===== src/pds_cfg.svh =====
/*
  Constants of the power-down park sequencer: output reset values, timing
  figures with cycle counts for all but the two hold times, and the bounds of the clock ratio check.
  Assumes the main clock runs at PDS_CLK_MHZ.
*/
`ifndef PDS_CFG_SVH
`define PDS_CFG_SVH

`define PDS_CLK_MHZ 250

// Output levels held from reset onward.
`define PDS_PARK_RST 1'b1
`define PDS_CTRL_RST_RST 1'b1
`define PDS_DISCH_RST 1'b0
`define PDS_FAULT_RST 1'b0

// Sequence times in microseconds.
`define PDS_T_MON4_MIN_US 52
`define PDS_T_MON4_MAX_US 120
`define PDS_T_MON5_MAX_US 1000
`define PDS_T_PARK_MAX_US 280
`define PDS_T_W2_MAX_US 500
`define PDS_T_VHOLD1_US 900
`define PDS_T_VHOLD2_US 1780

// Cycle counts; whole microseconds at a whole MHz rate need no rounding.
`define PDS_MON4_MIN_CYC (`PDS_T_MON4_MIN_US * `PDS_CLK_MHZ)
`define PDS_MON4_MAX_CYC (`PDS_T_MON4_MAX_US * `PDS_CLK_MHZ)
`define PDS_MON5_MAX_CYC (`PDS_T_MON5_MAX_US * `PDS_CLK_MHZ)
`define PDS_PARK_MAX_CYC (`PDS_T_PARK_MAX_US * `PDS_CLK_MHZ)
`define PDS_W2_MAX_CYC (`PDS_T_W2_MAX_US * `PDS_CLK_MHZ)

// Clock ratio check, frequencies in kHz, tolerances in percent.
`define PDS_SEQ_NOM_KHZ 30000
`define PDS_OSC_NOM_KHZ 2000
`define PDS_OSC_MIN_KHZ 1760
`define PDS_OSC_MAX_KHZ 2240
`define PDS_SS_DOWN_PCT 2
`define PDS_JIT_PCT 3
`define PDS_WIN_OSC 64
`define PDS_SEQ_CNT_LO \
  (`PDS_SEQ_NOM_KHZ * (100 - `PDS_SS_DOWN_PCT - `PDS_JIT_PCT) * `PDS_WIN_OSC \
   / (`PDS_OSC_MAX_KHZ * 100))
`define PDS_SEQ_CNT_HI \
  (`PDS_SEQ_NOM_KHZ * (100 + `PDS_JIT_PCT) * `PDS_WIN_OSC / (`PDS_OSC_MIN_KHZ * 100) + 1)

`endif


===== src/pds_pkg.sv =====
/*
  Types of the power-down park sequencer.
  Assumes nothing of its surroundings.
*/
package pds_pkg;

  typedef enum logic [2:0] {
    PDS_RUN = 3'h0,
    PDS_WAIT_PARK = 3'h1,
    PDS_PARKED = 3'h2,
    PDS_DISCHARGE = 3'h3,
    PDS_DONE = 3'h4
  } pds_state_type;

  typedef enum logic {
    PDS_SRC_REQUEST = 1'b0,
    PDS_SRC_SUPPLY = 1'b1
  } pds_src_type;

endpackage


===== src/pds_clk_check.sv =====
/*
  Sequencer clock ratio check: counts sequencer clock edges over a window of
  internal oscillator cycles and flags a count outside the tolerated band.
  Assumes both clock pins are sampled as data by the 250 MHz main clock.
*/
`timescale 1ns/100ps
`default_nettype none
`include "pds_cfg.svh"

module pds_clk_check #(
  parameter int unsigned P_WIN = `PDS_WIN_OSC,
  parameter int unsigned P_CNT_W = 12
) (
  input wire logic i_clock,
  input wire logic i_nrst,
  input wire logic i_sequencer_clock_in,
  input wire logic i_osc_in,
  output logic o_clock_fault
);
  import pds_pkg::*;

  localparam logic [P_CNT_W-1:0] C_LO = P_CNT_W'(`PDS_SEQ_CNT_LO);
  localparam logic [P_CNT_W-1:0] C_HI = P_CNT_W'(`PDS_SEQ_CNT_HI);
  localparam int unsigned C_WIN_W = $clog2(P_WIN);

  logic seq_d_r, seq_d_nxt, osc_d_r, osc_d_nxt;
  logic [C_WIN_W-1:0] win_r, win_nxt;
  logic [P_CNT_W-1:0] cnt_r, cnt_nxt;
  logic fault_r, fault_nxt;
  logic seq_rise, osc_rise, win_end;
  logic [P_CNT_W-1:0] cnt_inc;

  assign seq_rise = i_sequencer_clock_in & ~seq_d_r;
  // The count including this cycle's edge, kept apart so the window check sees it.
  assign cnt_inc = (seq_rise && cnt_r != '1) ? cnt_r + 1'b1 : cnt_r;
  assign osc_rise = i_osc_in & ~osc_d_r;
  assign win_end = osc_rise && (win_r == C_WIN_W'(P_WIN - 1));

  always_comb
  begin
    seq_d_nxt = i_sequencer_clock_in;
    osc_d_nxt = i_osc_in;
    win_nxt = osc_rise ? win_r + 1'b1 : win_r;
    cnt_nxt = cnt_inc;
    fault_nxt = fault_r;
    if (win_end)
    begin
      // A band wide enough for oscillator spread, down-spread and jitter.
      fault_nxt = (cnt_inc < C_LO) || (cnt_inc > C_HI);
      cnt_nxt = '0;
    end
  end

  always_ff @(posedge i_clock or negedge i_nrst)
  begin
    if (!i_nrst)
    begin
      seq_d_r <= 1'b0;
      osc_d_r <= 1'b0;
      win_r <= '0;
      cnt_r <= '0;
      fault_r <= `PDS_FAULT_RST;
    end
    else
    begin
      seq_d_r <= seq_d_nxt;
      osc_d_r <= osc_d_nxt;
      win_r <= win_nxt;
      cnt_r <= cnt_nxt;
      fault_r <= fault_nxt;
    end
  end

  assign o_clock_fault = fault_r;
endmodule // pds_clk_check
`default_nettype wire


===== src/pds_sequencer.sv =====
/*
  Power-down park sequencer: on a main supply trip or a dropped power request
  it parks the mirrors, disables and discharges the mirror rails, then holds
  the controller in reset, and it checks the sequencer clock ratio.
  Assumes all inputs are synchronous to i_clock and that the host keeps the
  input supplies valid for the hold times after a trigger.
*/
// Overview of operation
// - A main supply trip starts power-down without any host action.
// - Host pulling the power request low starts the same power-down.
// - After a supply trip seen in PDS_RUN, park falls between 52 and 120 us.
// - After the power request falls, park falls within 1 ms.
// - Within 280 us of park falling, rails are disabled and discharge starts.
// - Within 500 us of discharge start, controller reset falls.
// - Sequencer clock ratio is checked against the internal oscillator.
// - Check tolerates -2% down-spread and 3% jitter without a fault.
`timescale 1ns/100ps
`default_nettype none
`include "pds_cfg.svh"

module pds_sequencer #(
  parameter int unsigned P_TRIP_CYC = `PDS_MON4_MIN_CYC,
  parameter int unsigned P_REQ_CYC = `PDS_MON5_MAX_CYC,
  parameter int unsigned P_PARK_CYC = `PDS_PARK_MAX_CYC,
  parameter int unsigned P_DISCH_CYC = `PDS_W2_MAX_CYC,
  parameter int unsigned P_CNT_W = 18
) (
  input wire logic i_clock,
  input wire logic i_nrst,
  input wire logic i_main_supply_sense,
  input wire logic i_power_request_in,
  input wire logic i_power_up_start,
  input wire logic i_sequencer_clock_in,
  input wire logic i_osc_in,
  output logic o_mirror_park_out_n,
  output logic o_rail_discharge,
  output logic o_controller_reset_out_n,
  output pds_pkg::pds_src_type o_trigger_source,
  output logic o_clock_fault
);
  import pds_pkg::*;

  pds_state_type state_r, state_nxt;
  pds_src_type src_r, src_nxt;
  logic [P_CNT_W-1:0] cnt_r, cnt_nxt;
  logic park_n_r, park_n_nxt;
  logic disch_r, disch_nxt;
  logic ctrl_rst_n_r, ctrl_rst_n_nxt;
  logic supply_trip, request_drop;

  // The sense input is high while the main supply is above its trip level.
  assign supply_trip = ~i_main_supply_sense;
  assign request_drop = ~i_power_request_in;

  always_comb
  begin
    state_nxt = state_r;
    src_nxt = src_r;
    cnt_nxt = (cnt_r != '0) ? cnt_r - 1'b1 : cnt_r;
    park_n_nxt = park_n_r;
    disch_nxt = disch_r;
    ctrl_rst_n_nxt = ctrl_rst_n_r;
    unique case (state_r)
      PDS_RUN:
      begin
        // A supply trip outranks a request seen in the same cycle, because
        // it leaves the host less time on its supplies.
        if (supply_trip)
        begin
          state_nxt = PDS_WAIT_PARK;
          src_nxt = PDS_SRC_SUPPLY;
          cnt_nxt = P_CNT_W'(P_TRIP_CYC - 1);
        end
        else if (request_drop)
        begin
          state_nxt = PDS_WAIT_PARK;
          src_nxt = PDS_SRC_REQUEST;
          cnt_nxt = P_CNT_W'(P_REQ_CYC - 1);
        end
      end
      PDS_WAIT_PARK:
      begin
        // Triggers are no longer looked at here, so the delay never restarts.
        if (cnt_r == '0)
        begin
          state_nxt = PDS_PARKED;
          park_n_nxt = 1'b0;
          cnt_nxt = P_CNT_W'(P_PARK_CYC - 1);
        end
      end
      PDS_PARKED:
      begin
        if (cnt_r == '0)
        begin
          state_nxt = PDS_DISCHARGE;
          disch_nxt = 1'b1;
          cnt_nxt = P_CNT_W'(P_DISCH_CYC - 1);
        end
      end
      PDS_DISCHARGE:
      begin
        if (cnt_r == '0)
        begin
          state_nxt = PDS_DONE;
          ctrl_rst_n_nxt = 1'b0;
        end
      end
      PDS_DONE:
      begin
        // Outputs stay parked and in reset until a fresh power-up.
        if (i_power_up_start && !supply_trip && !request_drop)
        begin
          state_nxt = PDS_RUN;
          park_n_nxt = `PDS_PARK_RST;
          disch_nxt = `PDS_DISCH_RST;
          ctrl_rst_n_nxt = `PDS_CTRL_RST_RST;
        end
      end
      default:
      begin
        state_nxt = PDS_RUN;
      end
    endcase
  end

  always_ff @(posedge i_clock or negedge i_nrst)
  begin
    if (!i_nrst)
    begin
      state_r <= PDS_RUN;
      src_r <= PDS_SRC_REQUEST;
      cnt_r <= '0;
      park_n_r <= `PDS_PARK_RST;
      disch_r <= `PDS_DISCH_RST;
      ctrl_rst_n_r <= `PDS_CTRL_RST_RST;
    end
    else
    begin
      state_r <= state_nxt;
      src_r <= src_nxt;
      cnt_r <= cnt_nxt;
      park_n_r <= park_n_nxt;
      disch_r <= disch_nxt;
      ctrl_rst_n_r <= ctrl_rst_n_nxt;
    end
  end

  assign o_mirror_park_out_n = park_n_r;
  assign o_rail_discharge = disch_r;
  assign o_controller_reset_out_n = ctrl_rst_n_r;
  assign o_trigger_source = src_r;

  pds_clk_check u_clk_check (
    .i_clock(i_clock),
    .i_nrst(i_nrst),
    .i_sequencer_clock_in(i_sequencer_clock_in),
    .i_osc_in(i_osc_in),
    .o_clock_fault(o_clock_fault)
  );

  // Helper for the checks below: cycles spent in the current state.
  logic [P_CNT_W-1:0] ph_r;

  always_ff @(posedge i_clock or negedge i_nrst)
  begin
    if (!i_nrst)
      ph_r <= '0;
    else if (state_nxt != state_r)
      ph_r <= '0;
    else if (ph_r != '1)
      ph_r <= ph_r + 1'b1;
  end
endmodule // pds_sequencer
`default_nettype wire


===== config.mk =====
export PLATFORM = sky130hd
export DESIGN_NAME = pds_sequencer
export DESIGN_NICKNAME = d
export VERILOG_FILES = /design/src/pds_pkg.sv /design/src/pds_clk_check.sv /design/src/pds_sequencer.sv
export VERILOG_INCLUDE_DIRS = /design/src
export SDC_FILE = /design/constraint.sdc
export NUM_CORES = 1
export LEC_CHECK = 0
export BUFFER_PORTS_ARGS = -buffer_cell sky130_fd_sc_hd__buf_2
export CAP_MARGIN = 20
export CELL_PAD_IN_SITES_DETAIL_PLACEMENT = 0
export CELL_PAD_IN_SITES_GLOBAL_PLACEMENT = 1
export CORE_MARGIN = 2
export CORE_UTILIZATION = 45
export DETAILED_ROUTE_END_ITERATION = 8
export GPL_ROUTABILITY_DRIVEN = 0
export PLACE_DENSITY = 0.81
export SLEW_MARGIN = 0
export SYNTH_ARGS = -nofsm -noshare
export SYNTH_HDL_FRONTEND = slang
export SYNTH_SLANG_ARGS = --single-unit

===== constraint.sdc =====
create_clock -name i_clock -period 2.95 [get_ports i_clock]
set_input_delay 0.1475 -clock i_clock [delete_from_list [all_inputs] [get_ports i_clock]]
set_output_delay 0.1475 -clock i_clock [all_outputs]
set_load 0.1 [all_outputs]

==> flow_metrics.py <==
metrics = {
    "worst_setup_path": {
        "timing_worst_setup_path_type": "reg2reg",
        "r2r_slack_ns": 0.35,
        "reg2reg_from": "u_clk_check.cnt_r[0]",
        "critPathArrivalTime_ns": 2.77,
        "critPathMaxStageDelay_ns": 0.59,
        "slowest_stage": "o41ai_2",
        "start_kind": "register",
        "crit_chain": "ha_1 -> nand3_1 -> o41ai_2 -> o221ai_1 -> or3b_2 -> a21oi_1 -> a211oi_1",
        "crit_buf_inv": 0,
        "startpoint": "u_clk_check.cnt_r[0]",
        "worstPathRequired_ns": 3.12,
        "cp-endpoint": "u_clk_check.o_clock_fault",
        "cp-end-kind": "register",
        "crit_cells": 7,
        "r2r-end": "u_clk_check.o_clock_fault",
        "path_delay_family": "compound AO/OA/AOI/OAI gates",
        "reg2reg_depth": 7,
        "path_max_fanout": 12,
    },
    "place": {
        "place_hpwl_um": 4318,
        "port_buffers": 11,
        "place_ws_ns": 0.3867,
    },
    "sta": {
        "slew_viol_final": 0,
        "timing.final.crit_share_pct": 87.97,
        "period_minus_slack_ns": 2.595,
        "worst_slack_ns": 0.3548,
        "fin_tns_setup_ns": 0,
        "timing.fmax_ghz": 0.3853,
        "fin_skew_ns": 0.01024,
        "hold_violations": 0,
        "slew_headroom_pct": 39.56,
        "tightest_slew_ns": 0.8983,
        "setup_viol": 0,
        "whs_ns": 0.1867,
        "rsz0062_at_grt": "no",
    },
    "die": {
        "die_h_um": 82.05,
        "core_sq_um": 5921,
        "ioPinCount": 12,
        "start_util_pct": 46.30,
        "die_w_um": 82.05,
        "std_cell_rows": 28,
        "die_area_sq_um": 6732,
    },
    "yosys": {
        "syn_nets": 323,
        "synth-xor-area-share_pct": 5.431,
        "synth_edf_count": 0,
        "post_synth_fa_ha_maj_area_fraction_pct": 1.826,
        "synth_top_family_by_area": "simple AND/OR/NAND/NOR gates",
        "synth_flop_cell": "dfrtp_1",
        "async_reset_ff_share_pct": 100.0,
        "synth_top_area_share_pct": 40.16,
        "synth.distinct_cells": 56,
        "synthTopCellsByArea": "dfrtp_1, nor2_1, xnor2_1, a21oi_1, nand3_1",
        "synth_compound_area_share_pct": 16.66,
        "ys_ff_latch": 46,
        "syn-instance-count": 312,
        "syn_area_per_cell_sq_um": 8.786,
        "synth-seq-area-share_pct": 42.08,
        "yosys_warnings": 0,
        "yosys.area_share.simple_pct": 27.07,
        "yosys.area.top_type": "dfrtp_1",
        "netlist_area_sq_um": 2741,
        "synth.area.mux_share_pct": 3.058,
    },
    "grt": {
        "grt_pass1_wl_um": 10270,
        "antenna_found_initial": 0,
        "track_usage_pct": 19.78,
        "grt_pass1_vias": 2229,
        "grt_max_degree": 47,
        "gr-total-overflow": 0,
    },
    "drt": {
        "drt_wl_total_um": 6004,
        "post_drt_via_cell_ratio": 5.740,
        "remaining_drc_errors": 0,
        "drt_first_pass_iters": 4,
        "drt_iter0_drc": 103,
        "wire_per_inst_um": 15.01,
        "via_count": 2296,
        "ant_nets": 0,
    },
    "pwr": {
        "p_leak_nw": 1.245,
        "combPwrFrac_pct": 27.5,
        "internal_power_mw": 1.297,
        "switching_share_pct": 34.61,
        "total_power_mw": 1.983,
        "power_frac_seq_pct": 49.2,
        "p_sw_mw": 0.6862,
        "irDropWorstVdd_mv": 0.4234,
        "power_density_nw_per_um2": 659.5,
        "pwr-share-clk_pct": 23.4,
    },
    "hold_path": {
        "hold_start": "i_main_supply_sense",
        "hp-class": "in2reg",
    },
    "final_layout": {
        "area_growth_pct": 9.676,
        "layout.nets": 335,
        "drive_gt1_share_pct": 12.92,
        "antenna_cells": 0,
    },
    "cts": {
        "cts_sinks": 46,
        "clkTransAtPathRegs_ns": 0.09,
        "cts_buffers": 5,
        "clock_path_buffers": 2,
        "cts_resized": 0,
        "worstSkewPairLatency_ns": 0.30,
        "root_buffer": "clkbuf_8",
        "tritoncts": "yes",
        "cts.htree.levels": 2,
    },
    "outcome": {
        "status": "completed",
    },
    "flow_run": {
        "maxCapViolations": 0,
    },
}
-- stage by stage --
| stage | instance area (sq um) | cells | util [%] |
|---|---|---|---|
| 3_3_place_gp | 2848 | 388 | 48.10 |
| 5_1_grt | 3007 | 400 | 50.78 |
| 4_1_cts | 2977 | 398 | 50.27 |
| 3_5_place_dp | 2848 | 388 | 48.10 |
| 2_1_floorplan | 2741 | 312 | - |
| 6_report | 3007 | 400 | 50.78 |
-- placed cells by master, fill, tap and decap left out, types with 4 or more instances in the layout --
cell type / netlist / final
dfrtp_1: 44 / 44
nor2_1: 43 / 43
nand2_1: 21 / 21
a21oi_1: 18 / 18
nand3_1: 17 / 17
o21ai_0: 16 / 16
nor3_1: 15 / 15
xnor2_1: 12 / 12
buf_2: 1 / 11
and3_1: 9 / 9
inv_1: 7 / 7
nand4_1: 6 / 6
nor2b_1: 6 / 6
a211oi_1: 6 / 6
mux2i_1: 5 / 5
nor4_1: 5 / 5
nand2b_1: 5 / 5
xor2_1: 5 / 5
clkbuf_8: 0 / 5
buf_4: 2 / 5
o21a_1: 4 / 4
ha_1: 4 / 4
-- power by group through the flow --
stage	registers [mW]	clock network, mW	logic (mW)
after global placement	0.975	0	0.528
after detailed placement	0.984	0	0.534
after global routing	1.00	0.499	0.619
after floorplan	0.947	0	0.431
after CTS	0.972	0.476	0.540
final	0.975	0.464	0.545
-- cell families (layout without fill, tap and decap cells) --
logic type               count (synthesis)  in the layout
AND/OR/NAND/NOR                        145            145
AO/OA/AOI/OAI                           70             70
flip-flops                              46             46
buffers and inverters                   22             35
XOR/XNOR                                17             17
multiplexers                             8              8
adder cells (fa/ha/maj)                  4              4
-- cell usage after synthesis (6+ instances only) --
| cell | number |
|---|---|
| o21ai_0 | 16 |
| nor2b_1 | 6 |
| nand4_1 | 6 |
| nor2_1 | 43 |
| nand3_1 | 17 |
| nand2_1 | 21 |
| a21oi_1 | 18 |
| dfrtp_1 | 44 |
| and3_1 | 9 |
| xnor2_1 | 12 |
| a211oi_1 | 6 |
| clkbuf_1 | 10 |
| nor3_1 | 15 |
| inv_1 | 7 |
-- layer usage --
layer  global-route usage [%]  part of all wire (%)
met5                        0                     0
met4                    7.167                   1.6
met3                    3.956                   2.8
met2                    32.52                    49
met1                    25.86                    46
-- registers in the layout (all words and copies together), names as in the netlist --
| name | flops |
|---|---|
| u_clk_check.osc_d_r | 1 |
| o_trigger_source | 1 |
| o_mirror_park_out_n | 1 |
| o_rail_discharge | 1 |
| state_r | 3 |
| u_clk_check.win_r | 6 |
| o_controller_reset_out_n | 1 |
| u_clk_check.seq_d_r | 1 |
| u_clk_check.o_clock_fault | 1 |
| u_clk_check.cnt_r | 12 |
| cnt_r | 18 |
-- final cells by class --
type,count,area [sq um]
flip-flops and latches,46,1154
inverters,7,26.28
well taps,75,93.84
multi-input cells,244,1481
fillers,576,2914
repair buffers,20,142.6
clock inverters,3,40.04
clock buffers,5,68.82
-- what timing repair did --
item / in CTS / in global routing
setup endpoints to repair: 0 / 0
endpoints found under the hold margin: 2 / 8
setup buffers: 0 / 0
hold buffers: 2 / 1
-- worst register-to-register path: cells and delay by family, from the launching register on --
family / cells / cell delay, ns
AOI/OAI and AO/OA: 4 / 1.01
adders and majority gates: 1 / 0.40
DFF: 1 / 0.41
and+or+nand+nor: 2 / 0.65
-- how the worst min path moves through the flow --
| stage | slack, ns | endpoint | cells past startpoint |
|---|---|---|---|
| after floorplan | -0.15 | cnt_r[0] | 0 |
| after global placement | 0.27 | u_clk_check.osc_d_r | 1 |
| after detailed placement | 0.27 | u_clk_check.osc_d_r | 1 |
| after CTS | 0.06 | cnt_r[9] | 1 |
| after global routing | 0.19 | cnt_r[16] | 2 |
| final | 0.19 | cnt_r[16] | 2 |
Power figures use the tool's default switching activity.
